### config.mk
export PLATFORM = sky130hd
export DESIGN_NAME = mbbd_decoder
export DESIGN_NICKNAME = d
export VERILOG_FILES = /design/src/design/mbbd_pkg.sv /design/src/design/mbbd_decoder.sv
export VERILOG_INCLUDE_DIRS = /design/src /design/src/design
export SDC_FILE = /design/constraint.sdc
export NUM_CORES = 1
export LEC_CHECK = 0
export ABC_AREA = 0
export BUFFER_PORTS_ARGS = -buffer_cell sky130_fd_sc_hd__buf_2
export CORE_MARGIN = 2
export CORE_UTILIZATION = 35
export DETAILED_ROUTE_END_ITERATION = 10
export GPL_TIMING_DRIVEN = 0
export PLACE_DENSITY = 0.52
export SLEW_MARGIN = 15
export SYNTH_ARGS = -nofsm -noshare
export SYNTH_HDL_FRONTEND = slang
export SYNTH_SLANG_ARGS = --single-unit
export TNS_END_PERCENT = 10
### constraint.sdc
create_clock -name sys_clk -period 1.9 [get_ports sys_clk]
set_input_delay 0.285 -clock sys_clk [delete_from_list [all_inputs] [get_ports sys_clk]]
set_output_delay 0.285 -clock sys_clk [all_outputs]
set_load 0.02 [all_outputs]
### src/design/mbbd_cfg.svh
// timing and encoding constants for the move, branch and bit decoder
// Contract
// - e8-ef register to accumulator 1 byte 1 cycle; e6-e7 indirect load 1 byte 2 cycles
// - 74 immediate and e5 direct to accumulator, two bytes, two cycles each
// - f8-ff 1b/2c, a8-af 2b/4c, 78-7f 2b/2c register destination moves
// - 85 3b/4c, 88-8f 2b/3c, f5 2b/3c direct destination moves
// - 86-87 indirect to direct 2b/4c; 75 immediate to direct 3b/3c
// - f6-f7 1b/3c, a6-a7 2b/5c, 76-77 2b/3c indirect destination moves
// - 90 loads data pointer from two immediate bytes, 3b/3c
// - 93 and 83 code byte loads, one byte, three cycles
// - external reads e0,e2-e3 1b/4c; writes f0,f2-f3 1b/5c
// - external data moves pick one of two actions by program-write select bit
// - c0 push 2b/4c; d0 pop 2b/3c
// - exchanges c8-cf 2c, c5 and c6-c7 3c, d6-d7 3c
// - absolute call xxx10001 2b/6c; long call 12 3b/6c
// - absolute jump xxx00001 2b/3c; 02 3b/4c; 80 2b/3c
// - 73 jumps to accumulator plus data pointer, 1b/2c
// - 60,70,40,50 conditional relative branches, 2b/3c
// - 20,30,10 bit test branches 3b/4c, 10 also clears the bit
// - compare branch unequal b4,b5,b6-bf all 3b/4c
// - d8-df 2b/3c, d5 3b/4c, nop 00 1b/1c
// - carry clr/set/cpl c3,d3,b3 1b/1c; bit forms c2,d2,b2 2b/3c
// - 82,72,b0,a0 bit logic into carry, 2b/2c
// - a2 bit to carry 2b/2c; 92 carry to bit 2b/3c
`ifndef MBBD_CFG_SVH
`define MBBD_CFG_SVH
`define MBBD_PWS_BIT 4
`define MBBD_RESET_OPC 8'h00
`define MBBD_MAX_CYC 6
// execution lengths in core cycles, sized to the decoded cycles field
`define MBBD_CYC_1 3'd1
`define MBBD_CYC_2 3'd2
`define MBBD_CYC_3 3'd3
`define MBBD_CYC_4 3'd4
`define MBBD_CYC_5 3'd5
`define MBBD_CYC_6 3'd6
`endif

### src/design/mbbd_pkg.sv
// types shared by the move, branch and bit decoder
package mbbd_pkg;
   typedef enum logic [4:0] {
      MBBD_OP_NONE, MBBD_OP_MOV_ACC, MBBD_OP_MOV_REG, MBBD_OP_MOV_DIR, MBBD_OP_MOV_IND,
      MBBD_OP_LOAD_DATA_POINTER, MBBD_OP_CODE_LOAD, MBBD_OP_EXT_READ, MBBD_OP_EXT_WRITE,
      MBBD_OP_PUSH, MBBD_OP_POP, MBBD_OP_XCH, MBBD_OP_NIBBLE_XCH, MBBD_OP_CALL,
      MBBD_OP_JUMP, MBBD_OP_JUMP_IND, MBBD_OP_COND_BR, MBBD_OP_BIT_BR, MBBD_OP_CMP_BR,
      MBBD_OP_DEC_BR, MBBD_OP_NOP, MBBD_OP_CARRY_OP, MBBD_OP_BIT_OP, MBBD_OP_BIT_LOGIC,
      MBBD_OP_BIT_MOVE
   } mbbd_class_type;
   typedef struct packed {
      logic known;
      mbbd_class_type op_class;
      logic [1:0] bytes;
      logic [2:0] cycles;
      logic ext_move;
      logic ext_alt;
   } mbbd_dec_type;
   typedef enum logic [1:0] {MBBD_ST_FETCH, MBBD_ST_EXEC} mbbd_state_type;
endpackage : mbbd_pkg

### src/design/mbbd_decoder.sv
// opcode decode and cycle sequencing for moves, branches and bit operations
`timescale 1ns/100ps
`default_nettype none
`include "mbbd_cfg.svh"
module mbbd_decoder
   import mbbd_pkg::*;
(
   input wire logic sys_clk,
   input wire logic nrst,
   input wire logic opc_valid,
   input wire logic [7:0] opc,
   input wire logic [7:0] power_ctrl,
   output logic fetch_ready,
   output logic instr_done,
   output mbbd_dec_type dec_out,
   output logic [2:0] cycle_left
);
   ////////////////////////////////////////////////////////////////
   function automatic mbbd_dec_type mk(input mbbd_class_type c, input logic [1:0] b,
                                       input logic [2:0] n);
      mbbd_dec_type d;
      d = '0;
      d.known = 1'b1;
      d.op_class = c;
      d.bytes = b;
      d.cycles = n;
      return d;
   endfunction : mk

   // data transfer group
   function automatic mbbd_dec_type dec_move(input logic [7:0] o);
      mbbd_dec_type d;
      d = '0;
      unique case (o) inside
         [8'he8:8'hef]: begin
            d = mk(MBBD_OP_MOV_ACC, 2'd1, `MBBD_CYC_1);
         end
         [8'he6:8'he7]: begin
            d = mk(MBBD_OP_MOV_ACC, 2'd1, `MBBD_CYC_2);
         end
         8'h74: begin
            d = mk(MBBD_OP_MOV_ACC, 2'd2, `MBBD_CYC_2);
         end
         8'he5: begin
            d = mk(MBBD_OP_MOV_ACC, 2'd2, `MBBD_CYC_2);
         end
         [8'hf8:8'hff]: begin
            d = mk(MBBD_OP_MOV_REG, 2'd1, `MBBD_CYC_2);
         end
         [8'ha8:8'haf]: begin
            d = mk(MBBD_OP_MOV_REG, 2'd2, `MBBD_CYC_4);
         end
         [8'h78:8'h7f]: begin
            d = mk(MBBD_OP_MOV_REG, 2'd2, `MBBD_CYC_2);
         end
         8'h85: begin
            d = mk(MBBD_OP_MOV_DIR, 2'd3, `MBBD_CYC_4);
         end
         [8'h88:8'h8f]: begin
            d = mk(MBBD_OP_MOV_DIR, 2'd2, `MBBD_CYC_3);
         end
         8'hf5: begin
            d = mk(MBBD_OP_MOV_DIR, 2'd2, `MBBD_CYC_3);
         end
         [8'h86:8'h87]: begin
            d = mk(MBBD_OP_MOV_DIR, 2'd2, `MBBD_CYC_4);
         end
         8'h75: begin
            d = mk(MBBD_OP_MOV_DIR, 2'd3, `MBBD_CYC_3);
         end
         [8'hf6:8'hf7]: begin
            d = mk(MBBD_OP_MOV_IND, 2'd1, `MBBD_CYC_3);
         end
         [8'ha6:8'ha7]: begin
            d = mk(MBBD_OP_MOV_IND, 2'd2, `MBBD_CYC_5);
         end
         [8'h76:8'h77]: begin
            d = mk(MBBD_OP_MOV_IND, 2'd2, `MBBD_CYC_3);
         end
         8'h90: begin
            d = mk(MBBD_OP_LOAD_DATA_POINTER, 2'd3, `MBBD_CYC_3);
         end
         8'h93: begin
            d = mk(MBBD_OP_CODE_LOAD, 2'd1, `MBBD_CYC_3);
         end
         8'h83: begin
            d = mk(MBBD_OP_CODE_LOAD, 2'd1, `MBBD_CYC_3);
         end
         [8'he2:8'he3]: begin
            d = mk(MBBD_OP_EXT_READ, 2'd1, `MBBD_CYC_4);
         end
         8'he0: begin
            d = mk(MBBD_OP_EXT_READ, 2'd1, `MBBD_CYC_4);
         end
         [8'hf2:8'hf3]: begin
            d = mk(MBBD_OP_EXT_WRITE, 2'd1, `MBBD_CYC_5);
         end
         8'hf0: begin
            d = mk(MBBD_OP_EXT_WRITE, 2'd1, `MBBD_CYC_5);
         end
         8'hc0: begin
            d = mk(MBBD_OP_PUSH, 2'd2, `MBBD_CYC_4);
         end
         8'hd0: begin
            d = mk(MBBD_OP_POP, 2'd2, `MBBD_CYC_3);
         end
         [8'hc8:8'hcf]: begin
            d = mk(MBBD_OP_XCH, 2'd1, `MBBD_CYC_2);
         end
         8'hc5: begin
            d = mk(MBBD_OP_XCH, 2'd2, `MBBD_CYC_3);
         end
         [8'hc6:8'hc7]: begin
            d = mk(MBBD_OP_XCH, 2'd1, `MBBD_CYC_3);
         end
         [8'hd6:8'hd7]: begin
            d = mk(MBBD_OP_NIBBLE_XCH, 2'd1, `MBBD_CYC_3);
         end
         default: begin
            d.known = 1'b0;
         end
      endcase
      return d;
   endfunction : dec_move

   // program branch group; the call and jump rows share low bits with no other code
   function automatic mbbd_dec_type dec_branch(input logic [7:0] o);
      mbbd_dec_type d;
      d = '0;
      unique case (o) inside
         8'b???10001: begin
            d = mk(MBBD_OP_CALL, 2'd2, `MBBD_CYC_6);
         end
         8'h12: begin
            d = mk(MBBD_OP_CALL, 2'd3, `MBBD_CYC_6);
         end
         8'b???00001: begin
            d = mk(MBBD_OP_JUMP, 2'd2, `MBBD_CYC_3);
         end
         8'h02: begin
            d = mk(MBBD_OP_JUMP, 2'd3, `MBBD_CYC_4);
         end
         8'h80: begin
            d = mk(MBBD_OP_JUMP, 2'd2, `MBBD_CYC_3);
         end
         8'h73: begin
            d = mk(MBBD_OP_JUMP_IND, 2'd1, `MBBD_CYC_2);
         end
         8'h60: begin
            d = mk(MBBD_OP_COND_BR, 2'd2, `MBBD_CYC_3);
         end
         8'h70: begin
            d = mk(MBBD_OP_COND_BR, 2'd2, `MBBD_CYC_3);
         end
         8'h40: begin
            d = mk(MBBD_OP_COND_BR, 2'd2, `MBBD_CYC_3);
         end
         8'h50: begin
            d = mk(MBBD_OP_COND_BR, 2'd2, `MBBD_CYC_3);
         end
         8'h20: begin
            d = mk(MBBD_OP_BIT_BR, 2'd3, `MBBD_CYC_4);
         end
         8'h30: begin
            d = mk(MBBD_OP_BIT_BR, 2'd3, `MBBD_CYC_4);
         end
         8'h10: begin
            d = mk(MBBD_OP_BIT_BR, 2'd3, `MBBD_CYC_4);
         end
         8'hb5: begin
            d = mk(MBBD_OP_CMP_BR, 2'd3, `MBBD_CYC_4);
         end
         8'hb4: begin
            d = mk(MBBD_OP_CMP_BR, 2'd3, `MBBD_CYC_4);
         end
         [8'hb8:8'hbf]: begin
            d = mk(MBBD_OP_CMP_BR, 2'd3, `MBBD_CYC_4);
         end
         [8'hb6:8'hb7]: begin
            d = mk(MBBD_OP_CMP_BR, 2'd3, `MBBD_CYC_4);
         end
         [8'hd8:8'hdf]: begin
            d = mk(MBBD_OP_DEC_BR, 2'd2, `MBBD_CYC_3);
         end
         8'hd5: begin
            d = mk(MBBD_OP_DEC_BR, 2'd3, `MBBD_CYC_4);
         end
         8'h00: begin
            d = mk(MBBD_OP_NOP, 2'd1, `MBBD_CYC_1);
         end
         default: begin
            d.known = 1'b0;
         end
      endcase
      return d;
   endfunction : dec_branch

   // boolean group
   function automatic mbbd_dec_type dec_bool(input logic [7:0] o);
      mbbd_dec_type d;
      d = '0;
      unique case (o) inside
         8'hc3: begin
            d = mk(MBBD_OP_CARRY_OP, 2'd1, `MBBD_CYC_1);
         end
         8'hd3: begin
            d = mk(MBBD_OP_CARRY_OP, 2'd1, `MBBD_CYC_1);
         end
         8'hb3: begin
            d = mk(MBBD_OP_CARRY_OP, 2'd1, `MBBD_CYC_1);
         end
         8'hc2: begin
            d = mk(MBBD_OP_BIT_OP, 2'd2, `MBBD_CYC_3);
         end
         8'hd2: begin
            d = mk(MBBD_OP_BIT_OP, 2'd2, `MBBD_CYC_3);
         end
         8'hb2: begin
            d = mk(MBBD_OP_BIT_OP, 2'd2, `MBBD_CYC_3);
         end
         8'h82: begin
            d = mk(MBBD_OP_BIT_LOGIC, 2'd2, `MBBD_CYC_2);
         end
         8'h72: begin
            d = mk(MBBD_OP_BIT_LOGIC, 2'd2, `MBBD_CYC_2);
         end
         8'hb0: begin
            d = mk(MBBD_OP_BIT_LOGIC, 2'd2, `MBBD_CYC_2);
         end
         8'ha0: begin
            d = mk(MBBD_OP_BIT_LOGIC, 2'd2, `MBBD_CYC_2);
         end
         8'ha2: begin
            d = mk(MBBD_OP_BIT_MOVE, 2'd2, `MBBD_CYC_2);
         end
         8'h92: begin
            d = mk(MBBD_OP_BIT_MOVE, 2'd2, `MBBD_CYC_3);
         end
         default: begin
            d.known = 1'b0;
         end
      endcase
      return d;
   endfunction : dec_bool

   // groups are disjoint, so the first group that claims a code decides it
   function automatic mbbd_dec_type decode(input logic [7:0] o, input logic pws);
      mbbd_dec_type d;
      d = dec_move(o);
      if (!d.known) begin
         d = dec_branch(o);
      end
      if (!d.known) begin
         d = dec_bool(o);
      end
      // the select bit only steers external moves; its meaning lives elsewhere
      if (d.op_class == MBBD_OP_EXT_READ || d.op_class == MBBD_OP_EXT_WRITE) begin
         d.ext_move = 1'b1;
         d.ext_alt = pws;
      end
      return d;
   endfunction : decode

   ////////////////////////////////////////////////////////////////
   mbbd_state_type state_r, state_nxt;
   logic [2:0] cnt_r, cnt_nxt;
   mbbd_dec_type dec_r, dec_nxt;
   logic done_r, done_nxt;
   mbbd_dec_type dec_now;

   assign dec_now = decode(opc, power_ctrl[`MBBD_PWS_BIT]);

   // unknown opcodes are treated as one cycle so the core never hangs
   always_comb begin
      state_nxt = state_r;
      cnt_nxt = cnt_r;
      dec_nxt = dec_r;
      done_nxt = 1'b0;
      unique case (state_r)
         MBBD_ST_FETCH: begin
            if (opc_valid) begin
               dec_nxt = dec_now;
               if (!dec_now.known || dec_now.cycles <= 3'd1) begin
                  done_nxt = 1'b1;
               end else begin
                  cnt_nxt = dec_now.cycles - 3'd1;
                  state_nxt = MBBD_ST_EXEC;
               end
            end
         end
         MBBD_ST_EXEC: begin
            cnt_nxt = cnt_r - 3'd1;
            if (cnt_r == 3'd1) begin
               done_nxt = 1'b1;
               state_nxt = MBBD_ST_FETCH;
            end
         end
      endcase
   end

   always_ff @(posedge sys_clk or negedge nrst) begin
      if (!nrst) begin
         state_r <= MBBD_ST_FETCH;
         cnt_r <= 3'h0;
         dec_r <= '0;
         done_r <= 1'b0;
      end else begin
         state_r <= state_nxt;
         cnt_r <= cnt_nxt;
         dec_r <= dec_nxt;
         done_r <= done_nxt;
      end
   end

   assign fetch_ready = (state_r == MBBD_ST_FETCH);
   assign instr_done = done_r;
   assign dec_out = dec_r;
   assign cycle_left = cnt_r;
endmodule : mbbd_decoder
`default_nettype wire

==> Yosys cells after proc, flatten, opt, wreduce, memory -nomap -nowiden <==
Cells that the tools add are included.
{ "word_totals": {"regBits": 19, "latch_bits": 0, "mem_bits_rw": 0, "romBits": 0, "memories": 0} }
{ "classes": {"n_addsub": 2, "mul": 0, "div_mod_pow": 0, "magnitude_cmp": 37, "n_eq_ne": 48, "n_shift": 0, "mux": 20, "n_bitwise": 0, "reduce_logical": 41} }
{ "ops": {"columns": ["cell", "n"], "rows": [
  ["11-bit case mux with 23 select lines", 1],
  ["8-bit equality test (second input constant)", 26],
  ["12-bit case mux with 11 select lines", 1],
  ["8-bit >= comparator (second input constant)", 16],
  ["8-bit <= comparator (second input constant)", 16],
  ["8-bit by 7-bit equality test with 1-bit output (second input constant)", 8],
  ["12-bit case mux with 5 select lines", 1],
  ["28-bit OR reduction", 1],
  ["13-bit 2-to-1 mux", 2],
  ["20-bit OR reduction", 1],
  ["1-bit logical AND", 18],
  ["8-bit by 5-bit equality test with 1-bit output (second input constant)", 2],
  ["8-bit by 6-bit equality test with 1-bit output (second input constant)", 2],
  ["8-bit by 7-bit >= comparator with 1-bit output (second input constant)", 2],
  ["8-bit by 7-bit <= comparator with 1-bit output (second input constant)", 2],
  ["12-bit OR reduction", 1],
  ["2-bit OR reduction", 6],
  ["4-bit OR reduction", 3],
  ["3-bit OR reduction", 3],
  ["8-bit by 2-bit equality test with 1-bit output (second input constant)", 1],
  ["8-bit logical NOT", 1],
  ["2-bit 2-to-1 mux", 4],
  ["1-bit 2-to-1 mux", 6],
  ["3-bit 2-to-1 mux", 2],
  ["17 further kinds", 22]
]} }

==> Longest topological paths before layout <==
Gate-level depths: netlist of run 1.
{ "logic_depth": {"ltp_word": 11, "mapped_depth": 12} }

==> Worst setup path before layout of run 1 <==
OpenSTA, ideal clock, no wires.
{ "synth_timing": {"kind": "input to register", "start": "input port opc[0]", "end": "register cnt_r[0], in the netlist cycle_left[0]", "setup_time_ns": 0.082, "t_arrival_ns": 2.433, "t_required_ns": 1.818, "path_slack_ns": -0.614, "cell_stages": 12, "path_buffers": 2, "cell_sequence": "buf_2 or4b_1 clkbuf_1 o211ai_1 a311oi_1 nand4b_1 nor2_1 ha_1 inv_1 o21ai_1 or3_1 a31oi_1"} }
{ "synth_between": {"elab_chain_len": 10, "elab_cells_between_ends": 128} }
{ "synth_rtl": {"columns": ["element", "line_no", "source"], "rows": [
  ["start: declaration", "mbbd_decoder.sv:11", "input wire logic [7:0] opc,"],
  ["8-bit >= comparator (not written as such) (tied with other cells)", "mbbd_decoder.sv:251", "d = dec_branch(o);"],
  ["1-bit logical AND (on tied branches)", "mbbd_decoder.sv:251, mbbd_decoder.sv:249", null],
  ["4-bit OR reduction (no line) (tied with other cells)", null, null],
  ["12-bit case mux with 11 select lines (tied with other cells)", "mbbd_decoder.sv:130", "unique case (o) inside"],
  ["13-bit 2-to-1 mux", "mbbd_decoder.sv:250", "if (!d.known) begin"],
  ["13-bit 2-to-1 mux *", "mbbd_decoder.sv:253", "if (!d.known) begin"],
  ["3-bit by 1-bit subtractor with 3-bit output (tied with other cells)", "mbbd_decoder.sv:286", "cnt_nxt = dec_now.cycles - 3'd1;"],
  ["3-bit 2-to-1 mux or 1-bit logical OR (tied branches)", "mbbd_decoder.sv:283", "if (!dec_now.known || dec_now.cycles <= 3'd1) begin"],
  ["3-bit 2-to-1 mux or 2-bit != test (tied branches)", null, null],
  ["3-bit case mux with 2 select lines or 2-bit AND reduction (tied branches)", null, null],
  ["end signal: assignment", "mbbd_decoder.sv:309", "cnt_r <= cnt_nxt;"],
  ["end: declaration", "mbbd_decoder.sv:266", "logic [2:0] cnt_r, cnt_nxt;"]
]} }
Every way passes the cells marked *; elsewhere a longest branch is shown, timed or not. The select of a mux whose other input is x is not followed.
A chain may end at the register's enable or synchronous reset.

==> Worst setup path in the final report of run 1 <==
{ "layout_timing": {"start": "input port opc[4]", "end": "register cnt_r[2], in the netlist cycle_left[2]"} }
The elaborated chain is that of the path after synthesis.

==> flow_summary.yaml, run 1 <==
run_status:
  outcome: "complete, but fails checks"
  violations: "setup timing"
worst_hold_path:
  whs_path_depth: 3
  hold_path.class: "primary input to flip-flop"
  hp-start: "power_ctrl[4]"
drt:
  wl_per_cell_um: 18.6
  ant_nets: 0
  dr.pass1.iters: 5
  drcViolationCount: 0
  totalWireLength_um: 7150
  detailroute.via_count: 2424
  via_per_inst: 6.30
  drtIter0Drc: 287
floorplan:
  core_area_um2: 5470
  initial_core_util_pct: 35.9
  pin_count: 37
  dieArea_um2: 6230
  rows: 27
  die_h_um: 78.9
  die_w_um: 78.9
yosys:
  ys_top_cells_by_area: "dfrtp_1, o21ai_0, nand2_1, a21oi_1, inv_1"
  syn_nets: 275
  synth_top_cell_by_area: "dfrtp_1"
  synth_ff_type: "dfrtp_1"
  synth_async_sr_flop_share_pct: 100
  yosysUniqueCellTypes: 67
  syn-instance-count: 252
  synthesis.area_um2: 1970
  syn_area_per_cell_um2: 7.80
  synth_top_area_share_pct: 22.9
  ys_warn_count: 0
  synth-edff-count: 0
  yosysMostFrequentCell: "nand2_1"
  yosysSeqAreaShare_pct: 22.9
  synthTopCellsByCount: "nand2_1, o21ai_0, dfrtp_1, inv_1, nor2_1"
  synth_seq_cells: 18
global_route:
  grt_pass1_vias: 2358
  overflow: 0
  grt_max_degree: 19
  antenna_found_initial: 0
  grt_usage_pct: 23.6
  grt_pass1_wl_um: 11700
clocking:
  cts-htree-levels: 1
  insertion_delay_ps: 260
  cts_buffers: 3
  clock_path_buffers: 2
  path_clk_slew_ps: 70
  cts_sinks: 18
  cts.root.buffer_cell: "clkbuf_8"
  cts_tree: "built"
critical_path:
  critical_path.startpoint: "opc[4]"
  worstSetupEndpointType: "flip-flop"
  r2r-start: "state_r[0]"
  worstSetupPathType: "primary input to flip-flop"
  cpMostUsedCell: "buf_6"
  cp_max_fo: 10
  cp.arrival_ps: 2570
  path_cells: "buf_2, buf_6, buf_4, a31o_1, a311o_1, a2111o_1, ha_2, inv_2, buf_6, o21a_1, o211ai_1, a221oi_2"
  required_ps: 2070
  cp-start-kind: "primary input"
  max_stage_delay_ps: 450
  slowest_stage: "a2111o_1"
  reg2reg_depth: 4
place:
  gp_congestion: 0.983
  dp_hpwl_um: 4830
  io_buffers: 28
  placed_cells_incl_taps: 352
  placed_cell_area_um2: 2230
sta:
  period_share_pct: 127
  post-route-min-period_ps: 2400
  finalSetupViolCount: 12
  fmax_mhz: 416
  slew_viol_final: 0
  rsz0062_at_grt: "yes"
  fin_ws_ps: -504
  slew_headroom_pct: 61.5
  skew_ps: 3.44
  worst_pin_slew_ps: 570
  finalHoldViolCount: 0
cells_and_area:
  instances_no_fill: 385
  fillers: 531
  syn2layout_area_growth_pct: 43.4
  layout-drive-gt1-share_pct: 41.2
  final_area_um2: 2820
  finish.net_count: 337
  multi_input_area_um2: 1560
  final_core_util_pct: 51.5
  diodes: 0
  ff_latch_area_um2: 450
pwr:
  power_leakage_nw: 1.19
  power.total_w: 0.00225
  vdd.ir_drop.worst_v: 0.000532
  powerDensity_nw_per_um2: 797
run:
  drv_cap: 0
-- per-layer routing --
metal	vias to the layer above	share of wire (%)	wire, um	GRT usage (%)
met3	51	8.6	612	4.66
met1	1131	41	2950	31.3
met4	0	5.0	355	11.2
met5	-	0	0	0
li1	1090	-	-	-
met2	152	45	3230	37.0
-- final cells by class --
type | instances | share of cell area (%)
flip-flops and latches | 18 | 16.0
well taps | 72 | 3.20
multi-input cells | 197 | 55.2
inverters | 15 | 2.00
clock buffers | 4 | 1.95
repair buffers | 58 | 15.3
plain buffers | 21 | 6.44
-- where the power goes --
part           total [W]  switching [W]  leakage (nW)  internal [W]
Clock           0.000315       0.000131        0.0288      0.000184
Sequential      0.000666       0.000115         0.220      0.000551
Combinational    0.00127       0.000734         0.946      0.000532
-- metrics by stage --
stage	TNS (ps)	setup WS [ps]	hold WS, ps
2_1_floorplan	-2210	-511	-10.6
3_3_place_gp	-11100	-1140	243
3_5_place_dp	-10110	-1100	245
4_1_cts	-2200	-438	265
5_1_grt	-3860	-600	279
6_report	-2810	-504	268
-- critical path, delay by kind of cell --
family	cells	cell delay (ps)
adder cells (fa/ha/maj)	1	230
AO/OA/AOI/OAI	6	1430
buffers and inverters	5	620
-- state kept, by name, summed over array words and instances, names as in the netlist --
register    cells
instr_done      1
state_r         1
cycle_left      3
dec_out        13
-- what timing repair did --
| action | CTS | global route |
|---|---|---|
| endpoints found under the hold margin | 18 | 0 |
| buffers inserted | 24 | 3 |
| endpoints found under the setup margin | 16 | 17 |
| cloned | 2 | 0 |
| pin swaps | 20 | 15 |
| hold buffers | 1 | 0 |
| gates resized for setup | 43 | 34 |
-- layout by cell type, fill, tap and decap left out, drive strengths merged, types with 3 or more instances in the layout --
master / n
dfrtp: 18
inv: 15
nor4bb: 3
nand4b: 4
and4b: 3
nand3: 4
o32ai: 4
buf: 70
o21ai: 21
nor2: 15
nand2: 26
o31ai: 4
o32a: 5
clkbuf: 12
nand4: 3
or3: 3
a22oi: 7
nor2b: 3
nand2b: 7
a21oi: 13
and3: 4
ha: 4
nor4: 4
nor3: 8
or4: 3
o21a: 4
o211ai: 6
-- kinds of logic after synthesis --
| group | count (synthesis) | synth area share, % |
|---|---|---|
| AO/OA/AOI/OAI | 86 | 31.7 |
| XOR/XNOR | 1 | 0.446 |
| adder cells (fa/ha/maj) | 4 | 2.55 |
| buffers and inverters | 37 | 8.66 |
| flip-flops | 18 | 22.9 |
| multiplexers | 1 | 0.509 |
| AND/OR/NAND/NOR | 105 | 33.2 |
-- path summary, 6_finish.rpt --
path	endpoint	slack (ps)
min	dec_out[0]	270
max	cycle_left[2]	-500
max in group asynchronous	dec_out[9]	1110
max reg2reg	dec_out[5]	140
min in group asynchronous	instr_done	490
min reg2reg	dec_out[10]	460
Power figures use the tool's default switching activity.
==> run 2: changes to the inputs <==
--- a/config.mk
+++ b/config.mk
@@ -8,7 +8,6 @@
 export LEC_CHECK = 0
 export ABC_AREA = 0
 export BUFFER_PORTS_ARGS = -buffer_cell sky130_fd_sc_hd__buf_2
-export CORE_MARGIN = 2
 export CORE_UTILIZATION = 35
 export DETAILED_ROUTE_END_ITERATION = 10
 export GPL_TIMING_DRIVEN = 0
==> flow_summary.yaml, run 2 (synthesis gave the netlist of run 1 again) <==
run_status:
  outcome: "complete, but fails checks"
  violations: "setup timing"
critical_path:
  worstSetupEndpointType: "flip-flop"
  r2r-end: "dec_out[9]"
  r2r-start: "state_r[0]"
  cp_max_fo: 10
  reg2reg_depth: 4
  worstSetupPathType: "primary input to flip-flop"
  cp.arrival_ps: 2540
  rrSetupSlack_ps: 140
  required_ps: 2070
  cp-start-kind: "primary input"
floorplan:
  initial_core_util_pct: 37.3
  pin_count: 37
  die_h_um: 76.9
  core_area_um2: 5270
  die_w_um: 76.9
  rows: 26
  dieArea_um2: 5920
drt:
  ant_nets: 0
  drtIter0Drc: 268
  totalWireLength_um: 7130
  via_per_inst: 6.30
  drcViolationCount: 0
  detailroute.via_count: 2332
  dr.pass1.iters: 6
  wl_per_cell_um: 19.3
sta:
  fin_setup_tns_ps: -2420
  slew_headroom_pct: 61.3
  slew_viol_final: 0
  skew_ps: 0.653
  post-route-min-period_ps: 2370
  worst_pin_slew_ps: 572
  fmax_mhz: 422
  period_share_pct: 125
  finalHoldViolCount: 0
  rsz0062_at_grt: "yes"
  fin_ws_ps: -470
  finalSetupViolCount: 11
place:
  io_buffers: 28
  placed_cell_area_um2: 2230
  gp_congestion: 0.961
  dp_hpwl_um: 4900
global_route:
  grt_max_degree: 19
  grt_usage_pct: 24.1
  antenna_found_initial: 0
  overflow: 0
  grt_pass1_wl_um: 11500
  grt_pass1_vias: 2251
pwr:
  power_leakage_nw: 1.13
  power.total_w: 0.00214
  vdd.ir_drop.worst_v: 0.000682
  powerDensity_nw_per_um2: 805
cells_and_area:
  final_cell_mix: "nand2_1, buf_2, buf_4"
  largest_register_ffs: 13
  layout_commonest_cell: "nand2_1"
  final_area_um2: 2660
  final_core_util_pct: 50.5
  layout-drive-gt1-share_pct: 34.7
  multi_input_area_um2: 1520
  fillers: 517
  ff_latch_area_um2: 450
  finish.net_count: 324
  syn2layout_area_growth_pct: 35.5
  diodes: 0
run:
  drv_cap: 0
clocking:
  cts_tree: "built"
  cts_sinks: 18
  path_clk_slew_ps: 70
  clock_path_buffers: 2
  cts-htree-levels: 1
  cts_buffers: 3
  cts.root.buffer_cell: "clkbuf_8"
  insertion_delay_ps: 250
worst_hold_path:
  hold_path.class: "primary input to flip-flop"
  hp-start: "power_ctrl[4]"
  whs_path_depth: 3
  hold_end: "dec_out[0]"
[run 2: worst max path at each step]
stage                 from            end  slack, ps  cells after the start
floorplan           opc[0]  cycle_left[0]       -510                     10
global placement    opc[6]  cycle_left[1]      -1230                     12
detailed placement  opc[6]  cycle_left[0]      -1120                     13
CTS                 opc[6]  cycle_left[0]       -440                     12
global route        opc[6]  cycle_left[0]       -590                     12
finish              opc[6]  cycle_left[0]       -470                     12
[run 2: metrics by stage]
step	worst slack, ps	std cells	hold slack [ps]
2_1_floorplan	-511	252	-10.6
3_3_place_gp	-1230	350	239
3_5_place_dp	-1120	350	244
4_1_cts	-437	369	269
5_1_grt	-586	370	290
6_report	-470	370	276
[run 2: power by group]
group	total, W	switching, W	internal (W)	leakage [nW]
clock	0.000308	0.000124	0.000184	0.0288
combinational	0.00117	0.000698	0.000472	0.880
sequential	0.000665	0.000114	0.000551	0.220
[run 2: layer usage]
layer  vias to the layer above  track usage (%)  share of wire [%]
met1                      1093             32.6                 44
met3                        36             4.52                8.5
met5                         -                0                  0
met4                         0             9.04                3.6
met2                       142             37.8                 44
li1                       1061                -                  -
[run 2: layout make-up]
cell class	instances	share of cell area (%)
Multi-Input combinational cell	197	56.9
Sequential cell	18	16.9
Timing Repair Buffer	45	11.4
Buffer	21	7.37
Tap cell	70	3.29
Inverter	15	2.11
Clock buffer	4	2.07
[run 2: repair_timing]
action	CTS	global route
endpoints found under the hold margin	18	0
gates cloned	0	0
endpoints found under the setup margin	17	16
gates resized for setup	44	24
hold buffers	1	0
buffers inserted	14	2
pin swaps	18	13
[run 2: critical path: stages]
cell	delay [ps]
buf_2	130
buf_6	140
buf_8	140
and3b_2	210
a22oi_2	170
nand4b_1	140
a2111o_1	470
ha_2	230
inv_2	80
o21ai_4	70
or3_1	310
a31oi_1	150
